--- src/spi_pkg.sv ---
// constants shared by the serial controller: register indices, field positions, reset values
// assumes a 40 MHz bus clock and a 32-bit AXI4-Lite register bus
package spi_pkg;
  // ----------------------------------------------------------------
  // register indices; byte address is four times the index
  // ----------------------------------------------------------------
  localparam logic [2:0] IDX_CTRL1    = 3'h0;
  localparam logic [2:0] IDX_CTRL2    = 3'h1;
  localparam logic [2:0] IDX_BAUD     = 3'h2;
  localparam logic [2:0] IDX_STATUS   = 3'h3;
  localparam logic [2:0] IDX_DATA     = 3'h5;
  localparam logic [2:0] IDX_IRQ_MASK = 3'h6;
  localparam logic [2:0] IDX_IRQ_STAT = 3'h7;
  // ----------------------------------------------------------------
  // field positions
  // ----------------------------------------------------------------
  localparam int C1_EN      = 6;
  localparam int C1_MASTER  = 4;
  localparam int C1_CPOL    = 3;
  localparam int C1_CPHA    = 2;
  localparam int C2_TRANSFER_WIDTH_SEL    = 6;
  localparam int C2_MODE_FAULT_DETECT_EN  = 4;
  localparam int PRESEL_LSB = 4;
  localparam int SEL_LSB    = 0;
  localparam int ST_RXC     = 7;
  localparam int ST_TXE     = 5;
  localparam int ST_MODE_FAULT_FLAG    = 4;
  localparam int IRQ_RXC    = 0;
  localparam int IRQ_TXE    = 1;
  localparam int IRQ_MODE_FAULT_FLAG   = 2;
  // ----------------------------------------------------------------
  // reset values and answers
  // ----------------------------------------------------------------
  localparam logic [7:0] CTRL1_RST = 8'h00;
  localparam logic [7:0] CTRL2_RST = 8'h00;
  localparam logic [7:0] BAUD_RST  = 8'h00;
  localparam logic [2:0] MASK_RST  = 3'h0;
  localparam logic [1:0] RESP_OKAY = 2'h0;
  localparam logic [1:0] RESP_SLV  = 2'h2;
  // ----------------------------------------------------------------
  // timing
  // ----------------------------------------------------------------
  localparam int CLK_PERIOD_NS = 25;
  localparam int CLK_HZ        = 1000000000 / CLK_PERIOD_NS;
  localparam logic [4:0] LAST_EDGE_8  = 5'h0f;
  localparam logic [4:0] LAST_EDGE_16 = 5'h1f;
endpackage

--- src/spi_ctrl.sv ---
// serial peripheral controller: baud divider, status flags, 8/16-bit frames, master and slave
// assumes AXI4-Lite master on aclk; serial pins are asynchronous and synchronised here
// Functional notes
// - the bit clock is the module clock divided by a divisor picked by six baud bits, 16 for 0x70, 2048 for 0x77.
// - the divisor is the preselect factor (value plus one) times the select factor (two to the value plus one).
// - the serial rate is the bus clock divided by the divisor, so 40 MHz over 16 gives 2.5 Mbit/s.
// - the status register reads at any time and writing it changes no flag.
// - status bit 7 goes high once received data is in the data register and is low before.
// - status bit 5 is high while the transmit data register is empty and low while it holds data.
// - as master with fault detection on, a low slave select input sets status bit 4.
// - the mode fault flag clears on a control register 1 write that follows a status read seeing it set.
// - with the width bit set, sixteen bits are shifted per frame.
// - with clock phase 1, slave select may stay low between frames and transfers go on.
// - a master with new data waiting at frame end starts it right after the half-period tail, with no idle time.
// - the receive flag rises one divider half period (set by the baud register) after the last clock edge, master or slave.
`timescale 1ns/1ps
module spi_ctrl (
  input  wire logic        aclk,
  input  wire logic        aresetn,
  input  wire logic        awvalid,
  output logic             awready,
  input  wire logic [7:0]  awaddr,
  input  wire logic        wvalid,
  output logic             wready,
  input  wire logic [31:0] wdata,
  input  wire logic [3:0]  wstrb,
  output logic             bvalid,
  input  wire logic        bready,
  output logic [1:0]       bresp,
  input  wire logic        arvalid,
  output logic             arready,
  input  wire logic [7:0]  araddr,
  output logic             rvalid,
  input  wire logic        rready,
  output logic [31:0]      rdata,
  output logic [1:0]       rresp,
  input  wire logic        sclk_i,
  output logic             sclk_o,
  output logic             sclk_oe,
  input  wire logic        mosi_i,
  output logic             mosi_o,
  output logic             mosi_oe,
  input  wire logic        miso_i,
  output logic             miso_o,
  output logic             miso_oe,
  input  wire logic        ss_n_i,
  output logic             ss_n_o,
  output logic             ss_n_oe,
  output logic             irq
);
  typedef enum logic [1:0] {ST_IDLE, ST_RUN, ST_TAIL} phase_t;
  typedef struct packed {
    logic        awready, wready, arready, bvalid, rvalid;
    logic [1:0]  bresp, rresp;
    logic [31:0] rdata;
    logic        aw_got, w_got;
    logic [7:0]  awaddr;
    logic [31:0] wdata;
    logic [3:0]  wstrb;
    logic [7:0]  ctrl1, ctrl2, baud;
    logic [15:0] tx_buf, shifter, rx_sh, rx_data;
    logic        tx_empty, rx_done, mode_fault_flag, mode_fault_flag_seen;
    logic [2:0]  irq_st, irq_mask;
    logic        irq;
    phase_t      st;
    logic [10:0] half_cnt;
    logic [4:0]  edge_cnt;
    logic        sclk, sclk_oe, mosi, mosi_oe, miso, miso_oe, ss_n, ss_oe;
    logic [2:0]  sy_sclk, sy_mosi, sy_miso, sy_ss;
  } regs_t;

  regs_t       r;
  regs_t       n;
  logic [10:0] half;
  logic        tick;
  logic        en;
  logic        mst;
  logic        cpha;
  logic        w16;
  logic        mode_fault_detect_en;
  logic        din;
  logic [4:0]  last;
  logic        wr_c1;

  // ----------------------------------------------------------------
  // divider and configuration
  // ----------------------------------------------------------------
  // half period = (presel+1) * 2^sel, so the full bit time is twice that
  assign half   = 11'(({8'h00, r.baud[spi_pkg::PRESEL_LSB +: 3]} + 11'h001) << r.baud[spi_pkg::SEL_LSB +: 3]);
  assign tick   = (r.half_cnt == half - 11'h001);
  assign en     = r.ctrl1[spi_pkg::C1_EN];
  assign mst    = r.ctrl1[spi_pkg::C1_MASTER];
  assign cpha   = r.ctrl1[spi_pkg::C1_CPHA];
  assign w16    = r.ctrl2[spi_pkg::C2_TRANSFER_WIDTH_SEL];
  assign mode_fault_detect_en = r.ctrl2[spi_pkg::C2_MODE_FAULT_DETECT_EN];
  assign din    = mst ? r.sy_miso[1] : r.sy_mosi[1];
  assign last   = w16 ? spi_pkg::LAST_EDGE_16 : spi_pkg::LAST_EDGE_8;

  // ----------------------------------------------------------------
  // frame helpers
  // ----------------------------------------------------------------
  function automatic regs_t load(regs_t s);
    s.shifter  = s.tx_empty ? s.shifter : s.tx_buf;
    s.tx_empty = 1'b1;
    s.st       = ST_RUN;
    s.half_cnt = 11'h000;
    s.edge_cnt = 5'h00;
    s.rx_sh    = 16'h0000;
    return s;
  endfunction

  function automatic regs_t shift_edge(regs_t s, logic ph, logic bit_in);
    if (s.edge_cnt[0] == ph) begin
      s.rx_sh = {s.rx_sh[14:0], bit_in};
    end else if (!(ph && s.edge_cnt == 5'h00)) begin
      s.shifter = {s.shifter[14:0], 1'b0};
    end
    s.edge_cnt = s.edge_cnt + 5'h01;
    return s;
  endfunction

  // ----------------------------------------------------------------
  // next state
  // ----------------------------------------------------------------
  always_comb begin
    n       = r;
    wr_c1   = 1'b0;
    n.sy_sclk = {r.sy_sclk[1:0], sclk_i};
    n.sy_mosi = {r.sy_mosi[1:0], mosi_i};
    n.sy_miso = {r.sy_miso[1:0], miso_i};
    n.sy_ss   = {r.sy_ss[1:0], ss_n_i};
    // write channels are taken independently, the write happens once both are held
    if (r.awready && awvalid) begin
      n.aw_got  = 1'b1;
      n.awready = 1'b0;
      n.awaddr  = awaddr;
    end
    if (r.wready && wvalid) begin
      n.w_got  = 1'b1;
      n.wready = 1'b0;
      n.wdata  = wdata;
      n.wstrb  = wstrb;
    end
    if (r.aw_got && r.w_got && !r.bvalid) begin
      n.aw_got = 1'b0;
      n.w_got  = 1'b0;
      n.bvalid = 1'b1;
      n.bresp  = spi_pkg::RESP_OKAY;
      if (r.awaddr[7:5] != 3'h0) begin
        n.bresp = spi_pkg::RESP_SLV;
      end else if (r.awaddr[4:2] == spi_pkg::IDX_CTRL1) begin
        if (r.wstrb[0]) n.ctrl1 = r.wdata[7:0];
        wr_c1 = 1'b1;
      end else if (r.awaddr[4:2] == spi_pkg::IDX_CTRL2) begin
        if (r.wstrb[0]) n.ctrl2 = r.wdata[7:0];
      end else if (r.awaddr[4:2] == spi_pkg::IDX_BAUD) begin
        if (r.wstrb[0]) n.baud = r.wdata[7:0];
      end else if (r.awaddr[4:2] == spi_pkg::IDX_STATUS) begin
        n.bresp = spi_pkg::RESP_OKAY;
      end else if (r.awaddr[4:2] == spi_pkg::IDX_DATA) begin
        if (r.wstrb[0]) n.tx_buf[7:0] = r.wdata[7:0];
        if (r.wstrb[1]) n.tx_buf[15:8] = r.wdata[15:8];
        n.tx_empty = 1'b0;
      end else if (r.awaddr[4:2] == spi_pkg::IDX_IRQ_MASK) begin
        if (r.wstrb[0]) n.irq_mask = r.wdata[2:0];
      end else if (r.awaddr[4:2] == spi_pkg::IDX_IRQ_STAT) begin
        if (r.wstrb[0]) n.irq_st = r.irq_st & ~r.wdata[2:0];
      end else begin
        n.bresp = spi_pkg::RESP_SLV;
      end
    end
    if (r.bvalid && bready) begin
      n.bvalid  = 1'b0;
      n.awready = 1'b1;
      n.wready  = 1'b1;
    end
    if (r.arready && arvalid) begin
      n.arready = 1'b0;
      n.rvalid  = 1'b1;
      n.rresp   = spi_pkg::RESP_OKAY;
      n.rdata   = 32'h0000_0000;
      if (araddr[7:5] != 3'h0) begin
        n.rresp = spi_pkg::RESP_SLV;
      end else if (araddr[4:2] == spi_pkg::IDX_CTRL1) begin
        n.rdata[7:0] = r.ctrl1;
      end else if (araddr[4:2] == spi_pkg::IDX_CTRL2) begin
        n.rdata[7:0] = r.ctrl2;
      end else if (araddr[4:2] == spi_pkg::IDX_BAUD) begin
        n.rdata[7:0] = r.baud;
      end else if (araddr[4:2] == spi_pkg::IDX_STATUS) begin
        n.rdata[spi_pkg::ST_RXC]  = r.rx_done;
        n.rdata[spi_pkg::ST_TXE]  = r.tx_empty;
        n.rdata[spi_pkg::ST_MODE_FAULT_FLAG] = r.mode_fault_flag;
        if (r.mode_fault_flag) n.mode_fault_flag_seen = 1'b1;
      end else if (araddr[4:2] == spi_pkg::IDX_DATA) begin
        n.rdata[15:0] = r.rx_data;
        n.rx_done     = 1'b0;
      end else if (araddr[4:2] == spi_pkg::IDX_IRQ_MASK) begin
        n.rdata[2:0] = r.irq_mask;
      end else if (araddr[4:2] == spi_pkg::IDX_IRQ_STAT) begin
        n.rdata[2:0] = r.irq_st;
      end else begin
        n.rresp = spi_pkg::RESP_SLV;
      end
    end
    if (r.rvalid && rready) begin
      n.rvalid  = 1'b0;
      n.arready = 1'b1;
    end
    if (wr_c1 && r.mode_fault_flag_seen) begin
      n.mode_fault_flag      = 1'b0;
      n.mode_fault_flag_seen = 1'b0;
    end
    // frame sequencing, after the bus so that a fault or a completion wins over a clear
    if (!en) begin
      n.st       = ST_IDLE;
      n.half_cnt = 11'h000;
    end else if (mst && mode_fault_detect_en && !r.sy_ss[1]) begin
      n.mode_fault_flag = 1'b1;
      n.st   = ST_IDLE;
    end else if (mst) begin
      case (r.st)
        ST_IDLE: begin
          if (!n.tx_empty) n = load(n);
        end
        ST_RUN: begin
          if (tick) begin
            n.half_cnt = 11'h000;
            n.sclk     = ~r.sclk;
            n          = shift_edge(n, cpha, din);
            if (r.edge_cnt == last) n.st = ST_TAIL;
          end else begin
            n.half_cnt = r.half_cnt + 11'h001;
          end
        end
        default: begin
          if (tick) begin
            n.rx_data = w16 ? n.rx_sh : {8'h00, n.rx_sh[7:0]};
            n.rx_done = 1'b1;
            n.st      = ST_IDLE;
            if (!n.tx_empty) n = load(n);
          end else begin
            n.half_cnt = r.half_cnt + 11'h001;
          end
        end
      endcase
    end else if (r.sy_ss[1]) begin
      n.st = ST_IDLE;
    end else begin
      case (r.st)
        ST_IDLE: begin
          n = load(n);
        end
        ST_RUN: begin
          if (r.sy_sclk[1] ^ r.sy_sclk[2]) begin
            n = shift_edge(n, cpha, din);
            if (r.edge_cnt == last) begin
              n.st       = ST_TAIL;
              n.half_cnt = 11'h000;
            end
          end
        end
        default: begin
          // edges that arrive here are not counted; the master's own tail covers this gap
          if (tick) begin
            n.rx_data = w16 ? n.rx_sh : {8'h00, n.rx_sh[7:0]};
            n.rx_done = 1'b1;
            n.st      = ST_IDLE;
          end else begin
            n.half_cnt = r.half_cnt + 11'h001;
          end
        end
      endcase
    end
    if (!mst || n.st == ST_IDLE) n.sclk = r.ctrl1[spi_pkg::C1_CPOL];
    n.ss_n    = !(mst && n.st != ST_IDLE);
    n.sclk_oe = en && mst;
    n.mosi_oe = en && mst;
    n.ss_oe   = en && mst && !mode_fault_detect_en;
    n.miso_oe = en && !mst && !r.sy_ss[1];
    n.mosi    = w16 ? n.shifter[15] : n.shifter[7];
    n.miso    = n.mosi;
    // sticky events, set after the write-one clear
    n.irq_st[spi_pkg::IRQ_RXC]  = n.irq_st[spi_pkg::IRQ_RXC] | (n.rx_done & ~r.rx_done);
    n.irq_st[spi_pkg::IRQ_TXE]  = n.irq_st[spi_pkg::IRQ_TXE] | (n.tx_empty & ~r.tx_empty);
    n.irq_st[spi_pkg::IRQ_MODE_FAULT_FLAG] = n.irq_st[spi_pkg::IRQ_MODE_FAULT_FLAG] | (n.mode_fault_flag & ~r.mode_fault_flag);
    n.irq = |(n.irq_st & n.irq_mask);
  end

  always_ff @(posedge aclk) begin
    if (!aresetn) begin
      r          <= '0;
      r.awready  <= 1'b1;
      r.wready   <= 1'b1;
      r.arready  <= 1'b1;
      r.ctrl1    <= spi_pkg::CTRL1_RST;
      r.ctrl2    <= spi_pkg::CTRL2_RST;
      r.baud     <= spi_pkg::BAUD_RST;
      r.irq_mask <= spi_pkg::MASK_RST;
      r.tx_empty <= 1'b1;
      r.ss_n     <= 1'b1;
    end else begin
      r <= n;
    end
  end

  assign awready = r.awready;
  assign wready  = r.wready;
  assign bvalid  = r.bvalid;
  assign bresp   = r.bresp;
  assign arready = r.arready;
  assign rvalid  = r.rvalid;
  assign rdata   = r.rdata;
  assign rresp   = r.rresp;
  assign sclk_o  = r.sclk;
  assign sclk_oe = r.sclk_oe;
  assign mosi_o  = r.mosi;
  assign mosi_oe = r.mosi_oe;
  assign miso_o  = r.miso;
  assign miso_oe = r.miso_oe;
  assign ss_n_o  = r.ss_n;
  assign ss_n_oe = r.ss_oe;
  assign irq     = r.irq;
endmodule

--- config.mk ---
export PLATFORM = sky130hd
export DESIGN_NAME = spi_ctrl
export DESIGN_NICKNAME = d
export VERILOG_FILES = /design/src/spi_pkg.sv /design/src/spi_ctrl.sv
export SDC_FILE = /design/constraint.sdc
export NUM_CORES = 1
export LEC_CHECK = 0
export ABC_AREA = 1
export BUFFER_PORTS_ARGS = -buffer_cell sky130_fd_sc_hd__buf_4
export CAP_MARGIN = 10
export CORE_UTILIZATION = 55
export CTS_BUF_LIST = sky130_fd_sc_hd__clkbuf_2 sky130_fd_sc_hd__clkbuf_4 sky130_fd_sc_hd__clkbuf_8
export DETAILED_ROUTE_END_ITERATION = 10
export PLACE_DENSITY = 0.87
export SYNTH_ARGS = -nofsm -noshare
export SYNTH_HDL_FRONTEND = slang
export SYNTH_SLANG_ARGS = --single-unit
export TNS_END_PERCENT = 100
--- constraint.sdc ---
create_clock -name aclk -period 2.72 [get_ports aclk]
set_input_delay 0.272 -clock aclk [delete_from_list [all_inputs] [get_ports aclk]]
set_output_delay 0.272 -clock aclk [all_outputs]
set_load 0.02 [all_outputs]
# Word level (Yosys, flattened, before mapping)
# Cells that the tools add are included.
dict set report totals {
  input_bits 63
  wordCells 295
  regBits 219
}
dict set report op_classes {
  n_eq_ne 32
  reduce_logical 44
  n_shift 1
  add_sub_neg 4
  mux 157
  bitwise_logic 16
}
# op n
set ops {}
lappend ops {{$mux W224} 6}
lappend ops {{$pmux W224 S2} 1}
lappend ops {{$mux W186} 2}
lappend ops {{$pmux W159 S2} 1}
lappend ops {{$mux W97} 3}
lappend ops {{$mux W188} 1}
lappend ops {{$mux W177} 1}
lappend ops {{$mux W16} 10}
lappend ops {{$mux W13} 11}
lappend ops {{$mux W8} 17}
lappend ops {{$mux W36} 3}
lappend ops {{$mux W40} 2}
lappend ops {{$mux W61} 1}
lappend ops {{$mux W2} 25}
lappend ops {{$mux W25} 2}
lappend ops {{$pmux W25 S2} 1}
lappend ops {{$mux W6} 7}
lappend ops {{$mux W1} 41}
lappend ops {{$mux W34} 1}
lappend ops {{$mux W11} 3}
lappend ops {{$mux W32} 1}
lappend ops {{$pmux W16 S2} 1}
lappend ops {{$pmux W13 S2} 1}
lappend ops {{$mux W24} 1}
lappend ops {{other kinds (47)} 111}

# Logic depth before layout (Yosys ltp)
dict set report logic_depth {
  ltp_word 27
  depth_mapped 26
}

# Least setup slack after synthesis
# No wires, ideal clock.
dict set report synth_path {
  kind {reg-to-reg}
  startpoint {reg r[117] (netlist bit)}
  endpoint {reg r[87] (netlist bit)}
  path_stages_with_launch 23
  setup_slack_ns -0.231
  t_arrival_ns 2.835
  setup_ns 0.116
  cell_sequence {dfxtp_1 > ha_1 > o21ai_2 > nor2_2 > nand2_1 > ha_1 > xor2_1 > nand4_1 > a21oi_1 > nand3_2 > nor2_2 > nand2_2 > nor2_8 > nand2_4 > nand3_2 > nand2_1 > inv_1 > nand2_1 > buf_2 > a21oi_1 > nand2_1 > o211ai_1 > inv_1}
}
dict set report synth_via {
  elab_chain_cells 6
}
# item line_no
set synth_lines {}
lappend synth_lines {{from (decl)} spi_ctrl.sv:72} ;# regs_t r;
lappend synth_lines {{from (signal assigned)} spi_ctrl.sv:303} ;# r <= n;
lappend synth_lines {{$add A3 B1 Y4 (*)} spi_ctrl.sv:89} ;# assign half = 11'(({8'h00, r.baud[spi_pkg::PRESEL_LSB +: 3]} + 11'h001) << r.baud[spi_pkg::SEL_LSB +: 3]);
lappend synth_lines {{$shl A4 B3 Y11 (*)} spi_ctrl.sv:89}
lappend synth_lines {{$sub A11 B1 Y11 (*)} spi_ctrl.sv:90} ;# assign tick = (r.half_cnt == half - 11'h001);
lappend synth_lines {{$eq A11 B11 Y1 (*)} spi_ctrl.sv:90}
lappend synth_lines {{$ne A3 B1 Y1 (no source line) or $ne A3 B3 Y1 (tied branches)} -}
lappend synth_lines {{$reduce_and A9 Y1 (no source line) (*)} -}
# Every way passes the cells marked *; elsewhere a longest branch is shown, timed or not.
# A chain may end at the register's enable or synchronous reset.

# Final worst setup path
dict set report layout_path {
  startpoint {reg r[117] (netlist bit)}
  endpoint {reg r[23] (netlist bit)}
}
# Same word-level chain as after synthesis.

==> results.toml <==
[drt]
ant_nets = 0
drtIter0Drc = 906
routed_wl_um = 25330
vias = 9346
dr.pass1.iters = 5
via_per_inst = 5.610
drc = 0
wl_per_cell_um = 15.21

[setup_path]
crit_path_end_kind = "flip-flop"
crit_type = "flip-flop to flip-flop"
cp.required_ns = 3.09
r2r_slack_ns = -0.41
start_kind = "flip-flop"
ff2ff_path_depth = 20
r2r-start = "r[117]"
worst-path-max-fanout = 7
startpoint = "r[117]"
arrival_ns = 3.49
worstSetupEndpoint = "r[23]"
reg2reg_to = "r[23]"

[place]
portBuffers = 72
place.detailed.hpwl_um = 17760
post_dp_cell_area_um2 = 10380
place_ws_ns = -0.3293
place_congestion = 0.9304

[global_route]
grt_pass1_vias = 8471
antenna_found_initial = 0
gr-total-overflow = 0
grt_pass1_wl_um = 40560
grt_start_max_net_pins = 58
grt_use_total = 0.2885

[timing]
max_freq_ghz = 0.3199
fin_crit_sh = 1.149
min_period_ns = 3.126
layout_setup_ws_ns = -0.4064
final-hold-violation-count = 0
drv_slew = 0
skew_ns = 0.01769
setup_viol = 74
tightest_slew_ns = 0.8400
setup-tns-final_ns = -22.85
max_slew_margin = 0.4400
rsz0062_at_grt = "yes"

[layout]
largest-register = "r"
area_growth_syn_to_layout_pct = 21.65
mostFrequentLayoutCell = "nand2_1"
nFillCells = 1276
largest_reg_flops = 147
layout-drive-gt1-share = 0.2137
final_area_um2 = 11310
layout_common_cells = "nand2_1 (272), dfxtp_1 (178), buf_4 (141), inv_1 (125), nor2_1 (125)"
finalNetCount = 1501
diodes = 0

[floorplan]
die_x_um = 132.0
initial_utilization = 0.5627
std_cell_rows = 47
io_pins = 113
die_area_um2 = 17430
core_um2 = 16520
die_y_um = 132.0

[worst_hold_path]
hp-class = "input port to flip-flop"
hold_depth = 3

[cts]
cts-root-buf = "clkbuf_8"
clk_latency_ns = 0.48
clockBufferDepth = 2
cts_buffers = 17
tritoncts = "built"
clock-sinks = 181
htree_levels = 4
clk_transition_reported_paths_ns = 0.10

[synthesis]
ys_warn_count = 0
netlist_instances = 1325
ys_seq_area_frac = 0.3897
synth_cell_types = 49
ys_ff_latch = 181
syn_area_per_cell_um2 = 7.017
syn-cell-area_um2 = 9298

[pwr]
ir_drop_v = 0.0003067
power_leakage_uw = 0.004977
p_per_area_nw_per_um2 = 443.5

[run]
maxCapViolCount = 0

[status]
violations = "setup timing"
status = "finished, violations left"
-- worst min-delay path by stage --
stage | slack [ns] | start | endpoint
4_1_cts | 0.007 | rready | arready
2_1_floorplan | 0.37 | ss_n_i | r[0]
5_1_grt | 0.03 | wdata[12] | r[153]
3_3_place_gp | 0.40 | r[9] | r[10]
3_5_place_dp | 0.40 | r[6] | r[7]
6_report | 0.02 | rready | arready
-- area by class of cell --
| cell class | count | area [µm²] | share of cell area |
|---|---|---|---|
| Clock inverter | 15 | 185.2 | 0.01637 |
| Clock buffer | 17 | 234.0 | 0.02069 |
| Multi-Input combinational cell | 924 | 5010 | 0.4429 |
| Tap cell | 220 | 275.3 | 0.02434 |
| Timing Repair Buffer | 167 | 1419 | 0.1254 |
| Sequential cell | 181 | 3630 | 0.3209 |
| Inverter | 142 | 558.0 | 0.04934 |
-- critical path, cell delays in order (launching register included) --
cell and delay, ns:
dfxtp_4 0.37, ha_4 0.28, o21ai_4 0.06, nor2_2 0.10, nand2_1 0.08, ha_2 0.34
xor2_1 0.17, nand3_1 0.11, a21oi_2 0.13, nand3_2 0.09, nor2_2 0.14, nand2_2 0.11
nor2_8 0.15, nand2_4 0.10, nand3_4 0.08, nand2_4 0.07, nor2_4 0.18, buf_4 0.17
nand2_1 0.06, xor2_1 0.17, nor3_2 0.05
-- logic make-up (layout without fill, tap and decap cells) --
logic type               Yosys count  in the layout  share of synthesized area
other                              1             18                  0.0004033
AO/OA/AOI/OAI                    315            315                     0.1949
AND/OR/NAND/NOR                  554            555                     0.2612
buffers and inverters            238            341                     0.1156
adder cells (fa/ha/maj)            5              5                   0.006729
XOR/XNOR                          14             14                    0.01319
flip-flops                       181            181                     0.3897
multiplexers                      17             17                    0.01830
-- synthesized netlist by cell type (all sizes together) --
master,n,area (µm²)
nor3b,3,37.54
nor2,135,555.5
a31oi,2,12.51
nand3,69,397.9
o21ai,108,544.3
dfxtp,181,3623
nor3,22,120.1
o21bai,1,7.510
o2111ai,15,131.4
clkbuf,44,165.2
o211ai,39,292.8
o221ai,1,8.760
a2111oi,1,8.760
nand4,17,106.4
o31ai,3,22.52
conb,1,3.750
a211oi,8,65.06
xor2,13,113.9
o311ai,1,8.760
xnor2,1,8.760
a21oi,125,625.6
or2,17,106.4
ha,5,62.56
a22oi,1,7.510
mux2i,17,170.2
nand2,291,1105
buf,52,376.6
a221oi,1,8.760
o21a,4,30.03
o22ai,5,37.53
inv,140,525.5
clkinv,2,7.510
-- per-layer routing --
| layer | vias up | track usage | routed length (µm) |
|---|---|---|---|
| li1 | 4555 | - | - |
| met1 | 4275 | 0.3504 | 10230 |
| met2 | 449 | 0.4950 | 12280 |
| met3 | 67 | 0.05690 | 2035 |
| met4 | 0 | 0.1260 | 787 |
| met5 | - | 0 | 0 |
-- stage by stage --
stage	power [µW]	util	std cells	hold WS [ns]
6_report	5017	0.6845	1666	0.02034
5_1_grt	5197	0.6845	1666	0.02730
2_1_floorplan	3028	-	1342	0.3696
3_5_place_dp	3145	0.6278	1617	0.3970
3_3_place_gp	3134	0.6278	1617	0.3981
4_1_cts	5017	0.6707	1659	0.007313
-- what timing repair did --
action                     4_1_cts  5_1_grt
gates cloned                     1        1
hold endpoints to repair         5        0
resized for setup               51       41
pin swaps                        9       17
hold buffers                     5        0
setup endpoints to repair       73       74
setup buffers                    6        7
-- power breakdown --
part / total (µW) / internal [µW] / switching [µW] / leakage [µW]
combinational: 389 / 139 / 250 / 0.00330
sequential: 2730 / 2700 / 36.7 / 0.00147
clock: 1890 / 782 / 1110 / 0.000208
total: 5020 / 3620 / 1400 / 0.00498
(Power assumes the default switching activity.)
